[config.mk]
export PLATFORM = sky130hd
export DESIGN_NAME = ahs_axis_halt_sequencer
export DESIGN_NICKNAME = d
export VERILOG_FILES = /design/src/design/ahs_pkg.sv /design/src/design/ahs_axis_halt_sequencer.sv
export VERILOG_INCLUDE_DIRS = /design/src /design/src/design
export SDC_FILE = /design/constraint.sdc
export NUM_CORES = 1
export LEC_CHECK = 0
export BUFFER_PORTS_ARGS = -buffer_cell sky130_fd_sc_hd__clkbuf_2
export CAP_MARGIN = 20
export CORE_MARGIN = 2
export CORE_UTILIZATION = 59
export CTS_BUF_LIST = sky130_fd_sc_hd__clkbuf_4 sky130_fd_sc_hd__clkbuf_8 sky130_fd_sc_hd__clkbuf_16
export DETAILED_ROUTE_END_ITERATION = 7
export PLACE_DENSITY_LB_ADDON = 0.15
export SLEW_MARGIN = 20
export SYNTH_ARGS = -nofsm -noshare
export SYNTH_HDL_FRONTEND = slang
export SYNTH_SLANG_ARGS = --single-unit
[constraint.sdc]
create_clock -name clk_i -period 4.9 [get_ports clk_i]
set_input_delay 0.735 -clock clk_i [delete_from_list [all_inputs] [get_ports clk_i]]
set_output_delay 0.735 -clock clk_i [all_outputs]
set_load 0.05 [all_outputs]
[src/design/ahs_defs.svh]
// constants for the axis halt sequencer
`ifndef AHS_DEFS_SVH
`define AHS_DEFS_SVH
`define AHS_REG_CTRL      5'h00
`define AHS_REG_AXIS      5'h04
`define AHS_REG_DECEL     5'h08
`define AHS_REG_JERK      5'h0C
`define AHS_REG_SPEED     5'h10
`define AHS_REG_STATUS    5'h14
`define AHS_REG_EVENTS    5'h18
`define AHS_REG_MASK      5'h1C
`define AHS_CTRL_EXEC     0
`define AHS_CTRL_MODE     1
`define AHS_CTRL_TAKEOVER 2
`define AHS_EV_DONE       0
`define AHS_EV_ABORT      1
`define AHS_EV_ERROR      2
`define AHS_AXIS_MAX      8'h0F
`define AHS_FAULT_PARAM   16'h0001
`define AHS_FAULT_AXIS    16'h0002
`define AHS_START_CYC     2
`define AHS_CLEAR_CYC     2
`endif

[src/design/ahs_pkg.sv]
// types for the axis halt sequencer
package ahs_pkg;
  typedef enum logic [1:0] {AHS_IDLE, AHS_START, AHS_RAMP, AHS_WAIT} ahs_state_t;
  typedef enum logic [1:0] {AHS_AX_STANDSTILL, AHS_AX_MOVING, AHS_AX_OTHER} ahs_axis_t;
endpackage

[src/design/ahs_axis_halt_sequencer.sv]
// axis halt sequencer with classic wishbone registers
// How it works
// - execute rising edge starts a ramp down of the axis speed
// - execute falling while running changes nothing
// - new execute rising edge restarts and recaptures decel, jerk and mode
// - busy and active rise together a few cycles after start; in mode one active waits until the previous command is no longer busy
// - at standstill done rises while busy and active drop
// - done stays while execute high, clears cycles after it falls
// - takeover by another command raises aborted, drops busy and active
// - aborted holds until execute falls, then clears later
// - if execute already low, done still rises then clears shortly
// - axis state moving on start, standstill when speed reaches zero
// - the axis is not locked; another command may interrupt
// - after completion a new command may restart the axis at once
// - a fault raises error and a fault code
// - speed falls by deceleration, rate limited by jerk
//
// The register offsets and register access over Wishbone are this design's own decisions.
`timescale 1ns/1ns
`include "ahs_defs.svh"
module ahs_axis_halt_sequencer (
  input  wire logic        clk_i,     // 20 MHz clock
  input  wire logic        rst_i,     // synchronous reset, high
  input  wire logic [31:0] adr_i,     // wishbone address
  input  wire logic [31:0] dat_i,     // wishbone write data
  output logic      [31:0] dat_o,     // wishbone read data
  input  wire logic        we_i,      // wishbone write
  input  wire logic [3:0]  sel_i,     // wishbone byte select
  input  wire logic        cyc_i,     // wishbone cycle
  input  wire logic        stb_i,     // wishbone strobe
  output logic             ack_o,     // wishbone ack
  input  wire logic        prev_busy_i, // previous command still moving
  output logic             busy_o,    // halt executing
  output logic             active_o,  // halt controls the axis
  output logic             done_o,    // halt completed
  output logic             aborted_flag_o, // halt taken over
  output logic             error_o,   // halt faulted
  output logic [15:0]      fault_code_o, // fault code
  output logic [1:0]       axis_state_o, // axis state
  output logic [7:0]       axis_o,    // captured axis index
  output logic [31:0]      speed_o,   // commanded axis speed
  output logic             irq_o      // interrupt level
);
  ahs_pkg::ahs_state_t state;
  logic [31:0] ctrl, decel_in, jerk_in, speed_load, decel, jerk, rate, speed;
  logic [7:0]  axis_in;
  logic [2:0]  events, mask;
  logic        exec_q, mode, clr_pend;
  logic [1:0]  cnt, clr_cnt;
  logic        wr, rd, exec, rise, fall, takeover, speed_wr;

  function automatic logic [31:0] sat_sub(input logic [31:0] a, input logic [31:0] b);
    sat_sub = (a > b) ? a - b : 32'h0;
  endfunction

  assign wr       = cyc_i && stb_i && we_i && !ack_o;
  assign rd       = cyc_i && stb_i && !we_i && !ack_o;
  assign exec     = ctrl[`AHS_CTRL_EXEC];
  assign takeover = ctrl[`AHS_CTRL_TAKEOVER];
  assign speed_wr = wr && adr_i[4:0] == `AHS_REG_SPEED && sel_i == 4'hF;
  assign rise     = exec && !exec_q;
  assign fall     = !exec && exec_q;

  always_ff @(posedge clk_i)
    if (rst_i)
      ack_o <= 1'b0;
    else
      ack_o <= cyc_i && stb_i && !ack_o;

  always_ff @(posedge clk_i)
    if (rst_i)
    begin
      ctrl <= 32'h0;
      axis_in <= 8'h0;
      decel_in <= 32'h0;
      jerk_in <= 32'h0;
      speed_load <= 32'h0;
      mask <= 3'h0;
    end
    else if (wr)
    begin
      unique case (adr_i[4:0])
        `AHS_REG_CTRL:  ctrl <= {29'h0, dat_i[2:0]};
        `AHS_REG_AXIS:  axis_in <= dat_i[7:0];
        `AHS_REG_DECEL: decel_in <= dat_i;
        `AHS_REG_JERK:  jerk_in <= dat_i;
        `AHS_REG_SPEED: speed_load <= dat_i;
        `AHS_REG_MASK:  mask <= dat_i[2:0];
        default: ;
      endcase
    end

  always_ff @(posedge clk_i)
    if (rst_i)
      exec_q <= 1'b0;
    else
      exec_q <= exec;

  // main sequence; another command may always take over
  always_ff @(posedge clk_i)
    if (rst_i)
    begin
      state <= ahs_pkg::AHS_IDLE;
      busy_o <= 1'b0;
      active_o <= 1'b0;
      done_o <= 1'b0;
      aborted_flag_o <= 1'b0;
      error_o <= 1'b0;
      fault_code_o <= 16'h0;
      axis_o <= 8'h0;
      decel <= 32'h0;
      jerk <= 32'h0;
      mode <= 1'b0;
      cnt <= 2'h0;
    end
    else if (rise)
    begin
      // restart also from completion, no release needed
      done_o <= 1'b0;
      aborted_flag_o <= 1'b0;
      busy_o <= 1'b0;
      active_o <= 1'b0;
      axis_o <= axis_in;
      decel <= decel_in;
      jerk <= jerk_in;
      mode <= ctrl[`AHS_CTRL_MODE];
      cnt <= 2'h0;
      if (decel_in == 32'h0 || jerk_in == 32'h0 || axis_in > `AHS_AXIS_MAX)
      begin
        error_o <= 1'b1;
        fault_code_o <= (axis_in > `AHS_AXIS_MAX) ? `AHS_FAULT_AXIS : `AHS_FAULT_PARAM;
        state <= ahs_pkg::AHS_IDLE;
      end
      else
      begin
        error_o <= 1'b0;
        fault_code_o <= 16'h0;
        state <= ahs_pkg::AHS_START;
      end
    end
    else
    begin
      // flags clear a short time after execute is low
      // placed first so that a done or aborted set in the same cycle wins
      if (clr_pend && clr_cnt == 2'(`AHS_CLEAR_CYC - 1) && !exec)
      begin
        done_o <= 1'b0;
        aborted_flag_o <= 1'b0;
      end
      unique case (state)
        ahs_pkg::AHS_IDLE: ;
        ahs_pkg::AHS_START:
          if (cnt == 2'(`AHS_START_CYC - 1))
          begin
            busy_o <= 1'b1;
            // mode one waits for the previous command
            active_o <= !(mode && prev_busy_i);
            state <= (mode && prev_busy_i) ? ahs_pkg::AHS_WAIT : ahs_pkg::AHS_RAMP;
          end
          else
            cnt <= cnt + 2'h1;
        ahs_pkg::AHS_WAIT:
          if (!prev_busy_i)
          begin
            active_o <= 1'b1;
            state <= ahs_pkg::AHS_RAMP;
          end
        ahs_pkg::AHS_RAMP:
          if (speed == 32'h0)
          begin
            done_o <= 1'b1;
            busy_o <= 1'b0;
            active_o <= 1'b0;
            state <= ahs_pkg::AHS_IDLE;
          end
      endcase
      if (takeover && state != ahs_pkg::AHS_IDLE)
      begin
        aborted_flag_o <= 1'b1;
        busy_o <= 1'b0;
        active_o <= 1'b0;
        state <= ahs_pkg::AHS_IDLE;
      end
    end

  always_ff @(posedge clk_i)
    if (rst_i)
    begin
      clr_pend <= 1'b0;
      clr_cnt <= 2'h0;
    end
    else if (exec || !(done_o || aborted_flag_o))
    begin
      clr_pend <= 1'b0;
      clr_cnt <= 2'h0;
    end
    else if (!clr_pend)
      clr_pend <= 1'b1;
    else if (clr_cnt != 2'(`AHS_CLEAR_CYC - 1))
      clr_cnt <= clr_cnt + 2'h1;

  // speed ramp: rate grows by jerk up to decel
  always_ff @(posedge clk_i)
    if (rst_i)
    begin
      speed <= 32'h0;
      rate <= 32'h0;
    end
    else if (speed_wr && state != ahs_pkg::AHS_RAMP)
    begin
      speed <= speed_load;
      rate <= 32'h0;
    end
    else if (rise)
      rate <= 32'h0;
    else if (state == ahs_pkg::AHS_RAMP)
    begin
      rate <= (rate + jerk > decel || rate + jerk < rate) ? decel : rate + jerk;
      speed <= sat_sub(speed, rate);
    end
  assign speed_o = speed;

  // axis state
  always_comb
  begin
    if (state == ahs_pkg::AHS_START || state == ahs_pkg::AHS_RAMP ||
        state == ahs_pkg::AHS_WAIT)
      axis_state_o = ahs_pkg::AHS_AX_MOVING;
    else if (speed == 32'h0)
      axis_state_o = ahs_pkg::AHS_AX_STANDSTILL;
    else
      axis_state_o = ahs_pkg::AHS_AX_OTHER;
  end

  // sticky events; an events register read clears them, a new event wins
  logic [2:0] ev_set;
  logic       ev_rd;
  // the error event is set below from the parameter check at the start edge
  assign ev_set = {1'b0, takeover && state != ahs_pkg::AHS_IDLE && !rise,
                   state == ahs_pkg::AHS_RAMP && speed == 32'h0 && !rise};
  assign ev_rd = rd && adr_i[4:0] == `AHS_REG_EVENTS;
  always_ff @(posedge clk_i)
    if (rst_i)
      events <= 3'h0;
    else
      events <= (ev_rd ? 3'h0 : events) | ev_set |
                {rise && (decel_in == 32'h0 || jerk_in == 32'h0 ||
                          axis_in > `AHS_AXIS_MAX), 2'b00};
  assign irq_o = |(events & mask);

  always_ff @(posedge clk_i)
    if (rst_i)
      dat_o <= 32'h0;
    else if (rd)
    begin
      unique case (adr_i[4:0])
        `AHS_REG_CTRL:   dat_o <= ctrl;
        `AHS_REG_AXIS:   dat_o <= {24'h0, axis_in};
        `AHS_REG_DECEL:  dat_o <= decel_in;
        `AHS_REG_JERK:   dat_o <= jerk_in;
        `AHS_REG_SPEED:  dat_o <= speed;
        `AHS_REG_STATUS: dat_o <= {fault_code_o, 8'h0, axis_state_o,
                                   error_o, aborted_flag_o, done_o, active_o, busy_o, 1'b0};
        `AHS_REG_EVENTS: dat_o <= {29'h0, events};
        `AHS_REG_MASK:   dat_o <= {29'h0, mask};
        default:         dat_o <= 32'h0;
      endcase
    end

  // handshake checks
  chk_busy_active_pair: assert property (@(posedge clk_i) disable iff (rst_i)
    $rose(busy_o) |-> active_o || state == ahs_pkg::AHS_WAIT)
    else $error("busy rose without active");

  chk_busy_active_same: assert property (@(posedge clk_i) disable iff (rst_i)
    $rose(busy_o) && state == ahs_pkg::AHS_RAMP |-> $rose(active_o))
    else $error("active did not rise with busy");

  chk_done_drops_busy: assert property (@(posedge clk_i) disable iff (rst_i)
    $rose(done_o) |-> !busy_o && !active_o)
    else $error("done with busy still high");

  chk_ramp_ends: assert property (@(posedge clk_i) disable iff (rst_i)
    state == ahs_pkg::AHS_RAMP && speed == 32'h0 && !rise && !takeover
      |=> done_o && !busy_o && !active_o)
    else $error("halt did not complete at zero speed");

  chk_done_holds: assert property (@(posedge clk_i) disable iff (rst_i)
    done_o && exec && !rise |=> done_o)
    else $error("done dropped while execute high");

  chk_abort_drops: assert property (@(posedge clk_i) disable iff (rst_i)
    $rose(aborted_flag_o) |-> !busy_o && !active_o)
    else $error("aborted with busy high");

  chk_abort_on_takeover: assert property (@(posedge clk_i) disable iff (rst_i)
    takeover && state != ahs_pkg::AHS_IDLE && !rise |=> aborted_flag_o)
    else $error("takeover did not abort");

  chk_abort_clears: assert property (@(posedge clk_i) disable iff (rst_i)
    aborted_flag_o && !exec && !takeover |-> ##[1:6] !aborted_flag_o)
    else $error("aborted not cleared");

  chk_fall_no_effect: assert property (@(posedge clk_i) disable iff (rst_i)
    fall && busy_o && !takeover |=> busy_o || done_o)
    else $error("execute fall cancelled halt");

  chk_restart_clears: assert property (@(posedge clk_i) disable iff (rst_i)
    rise |=> !busy_o && !done_o && !aborted_flag_o)
    else $error("restart left flags set");

  chk_restart_capture: assert property (@(posedge clk_i) disable iff (rst_i)
    rise |=> decel == $past(decel_in) && jerk == $past(jerk_in) && mode == $past(ctrl[1]))
    else $error("restart did not capture inputs");

  // axis state, ramp, wait, error and start latency checks
  chk_start_moving: assert property (@(posedge clk_i) disable iff (rst_i)
    state == ahs_pkg::AHS_RAMP |-> axis_state_o == ahs_pkg::AHS_AX_MOVING)
    else $error("axis not moving during ramp");

  chk_done_at_zero: assert property (@(posedge clk_i) disable iff (rst_i)
    $rose(done_o) |-> speed == 32'h0 && axis_state_o == ahs_pkg::AHS_AX_STANDSTILL)
    else $error("done without standstill");

  chk_ramp_monotone: assert property (@(posedge clk_i) disable iff (rst_i)
    state == ahs_pkg::AHS_RAMP && !speed_wr |=> speed <= $past(speed))
    else $error("speed rose in ramp");

  chk_ramp_rate: assert property (@(posedge clk_i) disable iff (rst_i)
    state == ahs_pkg::AHS_RAMP && !rise |=> rate <= decel)
    else $error("ramp rate above deceleration");

  chk_wait_no_active: assert property (@(posedge clk_i) disable iff (rst_i)
    state == ahs_pkg::AHS_WAIT |-> !active_o)
    else $error("active while waiting for previous command");

  chk_error_code: assert property (@(posedge clk_i) disable iff (rst_i)
    $rose(error_o) |-> fault_code_o != 16'h0)
    else $error("error without fault code");

  chk_start_latency: assert property (@(posedge clk_i) disable iff (rst_i)
    rise && !error_o && decel_in != 32'h0 && jerk_in != 32'h0
      && axis_in <= `AHS_AXIS_MAX && !takeover |-> ##3 busy_o)
    else $error("busy late after start");
endmodule

## Yosys cells after proc, flatten, opt, wreduce, memory -nomap -nowiden

Index checks and enable logic that the tools add are counted.

- Output and inout bits: 97
- Flip-flop bits (word level): 312

- Add/sub/neg operators: 4
- Reduce and logical (&&, ||, !) cells: 60
- Bitwise gates (word level): 4
- Equality and inequality tests: 22
- Magnitude comparators: 4
- Multiplexer cells: 32

Operators with widths:

| kind | number |
|---|---|
| 32-bit case mux with 8 select lines | 1 |
| 32-bit two-way mux | 5 |
| 32-bit logical NOT | 3 |
| 32-bit > comparator | 2 |
| 32-bit adder | 1 |
| 32-bit < comparator | 1 |
| 32-bit subtractor | 1 |
| 5-bit equality test, second input constant | 4 |
| 1-bit logical AND | 19 |
| 2-bit two-way mux | 9 |
| 2-bit AND reduction | 9 |
| 1-bit two-way mux | 13 |
| 5-bit by 4-bit equality test with 1-bit output, second input constant | 2 |
| 3-bit OR reduction | 3 |
| 8-bit by 4-bit > comparator with 1-bit output, second input constant | 1 |
| 4-bit by 3-bit inequality test with 1-bit output, second input constant | 2 |
| 4-bit AND reduction | 2 |
| 2-bit nonzero test | 4 |
| 1-bit logical NOT | 7 |
| 1-bit logical OR | 7 |
| 2-bit by 1-bit equality test with 1-bit output, second input constant | 3 |
| 2-bit by 1-bit inequality test with 1-bit output, second input constant | 3 |
| 2-bit inequality test, second input constant | 3 |
| 2-bit case mux with 3 select lines | 1 |
| 17 further kinds | 20 |

## Longest topological paths before layout

Gate-level depths: netlist of run 1.

- Depth in word-level cells: 8
- Gate-level depth with buffers: 22
- Gate-level depth less buffers: 20

## Least setup slack after synthesis of run 1

No wires, ideal clock.

- Path kind: register -> register
- Start point: reg jerk[0]
- End point: reg rate[17]
- Setup time: 114 ps
- Data required time: 4786 ps
- Setup slack: 622 ps
- Period minus slack after synthesis: 4278 ps
- Cell stages (with the launch flop): 22
- Buffers on the path: 1
- Arrival: 4164 ps
- Cells stage by stage: dfxtp_1 -> ha_1 -> fa_1 -> a21oi_1 -> o21ai_1 -> nand4_1 -> a21oi_1 -> o311a_1 -> or2_4 -> a311oi_2 -> xnor2_1 -> ha_1 -> a21oi_1 -> nand2_1 -> a221oi_1 -> o211ai_1 -> a21oi_1 -> o2bb2ai_2 -> and3_1 -> buf_2 -> a22o_1 -> a21o_1

- Cells in the longest elaborated chain, start to end: 4

Ends and longest elaborated chain:

| element | line | source |
|---|---|---|
| start: declaration | ahs_axis_halt_sequencer.sv:45 | `logic [31:0] ctrl, decel_in, jerk_in, speed_load, decel, jerk, rate, speed;` |
| start signal: assignment | ahs_axis_halt_sequencer.sv:125 | `jerk <= jerk_in;` |
| 32-bit adder (*) | ahs_axis_halt_sequencer.sv:218 | `rate <= (rate + jerk > decel \|\| rate + jerk < rate) ? decel : rate + jerk;` |
| 32-bit > comparator or 32-bit < comparator (tied branches) | ahs_axis_halt_sequencer.sv:218 |  |
| 1-bit logical OR | ahs_axis_halt_sequencer.sv:218 |  |
| 32-bit two-way mux (*) | ahs_axis_halt_sequencer.sv:218 |  |
| end signal: assignment | ahs_axis_halt_sequencer.sv:218 |  |
| end: declaration | ahs_axis_halt_sequencer.sv:45 |  |

Mark *: on every way between the ends. The rest lies on a longest branch, timed or not.
A chain may end at the register's enable or synchronous reset.

## Worst setup path after layout of run 1

- Start point: reg jerk[0]
- End point: reg rate[28]

Same word-level chain as after synthesis.

==> results.yml, run 1 <==
critical_path:
  cp_slowest_stage_delay_ns: 0.39
  crit_path_end_kind: "flop"
  critical_path_peak_fanout: 5
  startpoint: "jerk[0]"
  worstPathRequired_ns: 5.32
  crit_buf_inv: 1
  path_delay_family: "compound AO/OA/AOI/OAI gates"
  worstReg2RegStart: "jerk[0]"
  crit_type: "reg2reg"
  slowest_stage: "fa_2"
  start_kind: "flop"
  path_cells: "ha_1, fa_2, a21oi_2, o21ai_2, nand4_1, a21oi_1, o311a_1, or2_4, a311oi_2, xnor2_1, ha_1, a21oi_1, nand2_1, a221oi_2, o211ai_1, a21oi_2, o2bb2ai_4, buf_4, a2111oi_2, nand2_1, o22ai_1"
  critPathArrivalTime_ns: 5.15
yosys:
  async_flop_share_pct: 0
  syn_area_per_cell_sq_um: 7.76
  synth_enable_flop_cells: 0
  synth_top_area_share_pct: 35.9
  synth_most_common_cell: "nand2_1"
  yosysUniqueCellTypes: 83
  syn-instance-count: 2140
  yosysTopAreaCell: "dfxtp_1"
  synth_area_sq_um: 16600
  yosys_warnings: 0
  synthTopCellsByArea: "dfxtp_1 (36%), nand2_1 (11%), ha_1 (9.6%), a21oi_1 (8.8%), nor2_1 (2.9%)"
  ys_seq_area_share_pct: 35.9
  ys_ff_latch: 298
  ys_top_cells_by_count: "nand2_1 (481), dfxtp_1 (298), a21oi_1 (293), nor2_1 (130), ha_1 (127)"
  ys.flop_type: "dfxtp_1"
clocking:
  cts_sinks: 298
  h-tree-depth: 2
  clk_latency_ns: 0.53
  clock_path_buffers: 3
  clk_pin_slew_worst_paths_ns: 0.06
  cts_hold_buffers: 0
  numCtsBuffers: 34
  root_buffer: "clkbuf_16"
  tritoncts: "built"
drt:
  num_vias: 16300
  drtAntennaViolNets: 0
  drt_iter0_markers: 2264
  first_pass_iters: 8
  via_per_inst: 6.25
  wl_um: 55600
  drc: 6
  routedWlPerCell_um: 21.3
floorplan:
  dieArea_sq_um: 29500
  die_y_um: 172
  io_pins: 171
  core_area_sq_um: 27800
  die_width_um: 172
  rows: 61
  start_util_pct: 59.8
timing:
  hold_viol: 0
  final_max_slew_viol_count: 0
  period_minus_slack_ns: 4.74
  clock.fmax_mhz: 211
  worst_pin_slew_ns: 1.06
  hold_ws_ns: 0.458
  finalCritPeriodShare_pct: 96.6
  clock_skew_ns: 0.0241
  finalSetupViolations: 0
  fin_tns_setup_ns: 0
  maxSlewHeadroom_pct: 29.1
grt:
  grt_pass1_wl_um: 84800
  grtUsageTotal_pct: 37.4
  grt_max_degree: 101
  grt_pass1_vias: 15000
  grt.overflow.total: 0
  antenna_found_initial: 3
final_layout:
  layout-drive-gt1-share_pct: 11.8
  fillCellCount: 2467
  fin_cells: 2615
  final_util_pct: 67.1
  nets: 2418
  areaGrowthSynthToFinish_pct: 12.2
placed_design:
  numPortBuffers: 129
  gp_congestion: 0.951
  place_inst: 2556
  hpwl_um: 40400
power_and_ir_drop:
  p_leak_nw: 7.45
  ir_drop_uv: 1120
  power_density_nw_per_um2: 685
hold_path:
  hp-class: "reg2reg"
  hp-start: "speed_load[14]"
status:
  violations: "design-rule violations"
  outcome: "finished, violations left"
run:
  maxCapViolations: 0
[final timing paths]
path,end,slack [ns],depth (start not counted)
setup / recovery,rate[28],0.16,21
hold / removal,speed_load[14],0.46,2
setup reg to reg,rate[28],0.16,21
hold reg to reg,speed_load[14],0.46,2
[state kept, by name, summed over array words and instances (netlist names), 3 cells and up]
name        cells
speed_o        32
ctrl            3
events          3
decel          32
jerk_in        32
jerk           32
decel_in       32
axis_o          8
rate           32
dat_o          32
mask            3
speed_load     32
axis_in         8
[where the power goes]
group	leakage, nW	internal, W	switching, W
registers	2.40	0.00258	0.000273
clock network	0.555	0.00147	0.00102
logic	4.49	0.00284	0.00459
total	7.45	0.00689	0.00588
[metrics by stage]
| step | cell area (sq um) | setup WS (ns) | total power, W |
|---|---|---|---|
| floorplan | 16700 | 0.622 | 0.00799 |
| global placement | 17500 | 0.166 | 0.00995 |
| detailed placement | 17500 | 0.0765 | 0.00996 |
| CTS | 18600 | 0.0250 | 0.0125 |
| global route | 18600 | -0.0500 | 0.0134 |
| finish | 18600 | 0.164 | 0.0128 |
[cell type report]
cell class / count / area (sq um) / share of cell area (%)
multi-input combinational: 1636 / 9850 / 52.9
sequential: 298 / 5970 / 32.0
clock buffer: 51 / 1040 / 5.58
timing repair buffer: 162 / 927 / 4.98
tap: 378 / 473 / 2.54
inverter: 83 / 312 / 1.67
clock inverter: 6 / 63.8 / 0.342
antenna: 1 / 2.50 / 0.0134
[cells by family after synthesis]
logic type / synth area share (%)
compound gates: 22.0
xor+xnor: 3.01
fa+ha+maj: 9.81
buf+inv: 5.55
flops: 35.9
mux: 2.32
other cells: 0.0226
simple gates: 21.3
[routing by layer]
layer  track usage, %  up-vias  wire length [um]
li1                 -     7673                 -
met4             12.0        2              2000
met5                0        -                12
met2             56.2      864             23800
met3             7.23      128              5850
met1             53.7     7679             24000
[worst reg2reg max path: cells and delay by family (launching register included)]
kind	cells	cell delay [ns]
buffers and inverters	1	0.17
AND/OR/NAND/NOR	4	0.60
AO/OA/AOI/OAI	12	2.45
XOR/XNOR	1	0.19
adder cells (fa/ha/maj)	3	0.91
flip-flops	1	0.32
[cells in the final DEF (no fill, tap or decap), types with 33 or more instances in the layout]
cell / instances
clkbuf_16: 35
o21ai_0: 49
nand3_1: 48
nand2_1: 481
a21oi_1: 291
inv_1: 83
ha_1: 127
a31oi_1: 36
clkbuf_2: 128
mux2i_1: 33
dfxtp_1: 298
nor2_1: 128
a211oi_1: 51
[repair_timing]
| action | CTS | global route |
|---|---|---|
| setup endpoints to repair | 0 | 32 |
| buffers inserted | 0 | 1 |
| gates resized for setup | 0 | 13 |
(Power assumes the default switching activity.)
==> run 2, diff against run 1 <==
==> constraint.sdc (replaced) <==
create_clock -name clk_i -period 4.9 [get_ports clk_i]
set_input_delay 0.98 -clock clk_i [delete_from_list [all_inputs] [get_ports clk_i]]
set_output_delay 0.98 -clock clk_i [all_outputs]
set_load 0.05 [all_outputs]
==> run 2 against run 1 <==
The flow now finishes without violations. Worst setup slack better by 0.059 ns. Hold slack got worse by 0.0042 ns. Fmax rose by 1.3%. Largest cell class unchanged. Largest power group unchanged.
==> results.yml, run 2 (same netlist as run 1, synthesis figures left out) <==
status:
  outcome: "completed"
timing:
  finalSetupViolations: 0
  worst_pin_slew_ns: 1.10
  setup_ws_ns: 0.223
  maxSlewHeadroom_pct: 26.4
  final_max_slew_viol_count: 0
  finalCritPeriodShare_pct: 95.5
  period_minus_slack_ns: 4.68
  clock.fmax_mhz: 214
  fin_tns_setup_ns: 0
  hold_viol: 0
  clock_skew_ns: 0.0113
grt:
  grt_max_degree: 164
  grt.overflow.total: 0
  grtUsageTotal_pct: 37.0
  grt_pass1_wl_um: 84100
  grt_pass1_vias: 14700
  antenna_found_initial: 2
critical_path:
  start_kind: "flop"
  crit_type: "reg2reg"
  worstPathRequired_ns: 5.37
  critPathArrivalTime_ns: 5.15
  crit_path_end_kind: "flop"
  critical_path_peak_fanout: 7
  reg2reg_depth: 21
final_layout:
  nets: 2414
  areaGrowthSynthToFinish_pct: 12.0
  layout-drive-gt1-share_pct: 12.0
  final_common_cell: "nand2_1"
  layout_common_cells: "nand2_1 (481), dfxtp_1 (298), a21oi_1 (289)"
floorplan:
  core_area_sq_um: 27800
  io_pins: 171
  rows: 61
  die_y_um: 172
  dieArea_sq_um: 29500
  start_util_pct: 59.8
  die_width_um: 172
placed_design:
  hpwl_um: 40200
  gp_congestion: 0.954
  numPortBuffers: 129
  pre_cts_ws_ns: 0.0628
clocking:
  clk_pin_slew_worst_paths_ns: 0.06
  cts_sinks: 298
  tritoncts: "built"
  h-tree-depth: 1
  clock_path_buffers: 3
  cts_hold_buffers: 0
  root_buffer: "clkbuf_16"
  numCtsBuffers: 31
  clk_latency_ns: 0.56
drt:
  via_per_inst: 6.22
  num_vias: 16300
  drtAntennaViolNets: 0
  wl_um: 55700
  drc: 0
  routedWlPerCell_um: 21.3
  first_pass_iters: 7
  drt_iter0_markers: 2010
run:
  maxCapViolations: 0
power_and_ir_drop:
  p_leak_nw: 7.42
  ir_drop_uv: 1490
  power_density_nw_per_um2: 683
hold_path:
  hp-class: "reg2reg"
  min_path_cells: 2
==> run 2: through the flow <==
step / cells / utilization [%] / total power, W / cell area, sq um / hold slack [ns]
after global routing: 2612 / 67.0 / 0.0133 / 18600 / 0.475
after global placement: 2553 / 62.8 / 0.00995 / 17400 / 0.441
after detailed placement: 2553 / 62.8 / 0.00995 / 17500 / 0.449
after CTS: 2609 / 66.6 / 0.0124 / 18500 / 0.457
after floorplan: 2153 / - / 0.00799 / 16700 / 0.435
final: 2613 / 67.0 / 0.0127 / 18600 / 0.453
==> run 2: layout make-up <==
class | count | area (sq um)
diodes | 1 | 2.50
clock inverters | 16 | 148
fillers | 2405 | 9180
well taps | 378 | 473
multi-input cells | 1636 | 9900
flip-flops and latches | 298 | 5970
repair buffers | 161 | 915
clock buffers | 40 | 887
inverters | 83 | 312
==> run 2: what timing repair did <==
action / 4_1_cts / 5_1_grt
resized for setup: 1 / 17
buffers inserted: 0 / 3
gates cloned: 0 / 0
endpoints found under the setup margin: 1 / 32
pin swaps: 0 / 12
==> run 2: worst paths after layout <==
path         slack [ns]      start        end
max                0.22    jerk[0]   rate[28]
min                0.45  axis_o[7]  axis_o[7]
max reg2reg        0.22    jerk[0]   rate[28]
min reg2reg        0.45  axis_o[7]  axis_o[7]
==> run 2: power breakdown <==
part           leakage (nW)  switching (W)  internal (W)  total (W)
logic                  4.50        0.00467       0.00281    0.00748
clock network         0.510        0.00101       0.00138    0.00238
registers              2.40       0.000270       0.00258    0.00285
==> run 2: critical path, stage by stage, from the launching register on <==
cell and delay, ns:
dfxtp_1 0.32, ha_2 0.21, fa_2 0.42, a21oi_2 0.19, o21ai_2 0.09, nand4_1 0.19
a21oi_2 0.10, o311a_1 0.33, or2_4 0.27, a311oi_2 0.33, xnor2_1 0.15, ha_1 0.34
a21oi_1 0.13, nand2_1 0.08, a221oi_2 0.25, o211ai_1 0.16, a21oi_2 0.17, o2bb2ai_4 0.11
buf_4 0.19, a2111oi_4 0.31, nand2_1 0.10, o22ai_1 0.14
==> run 2: metal layers <==
layer  vias up  share of wire, %  GRT usage [%]  routed length (um)
li1       7687                 -              -                   -
met1      7601                43           52.9               23900
met2       854                44           57.6               24400
met3       111                10           6.17                5680
met4         2               3.0           10.3                1690
met5         -             0.023              0                  13
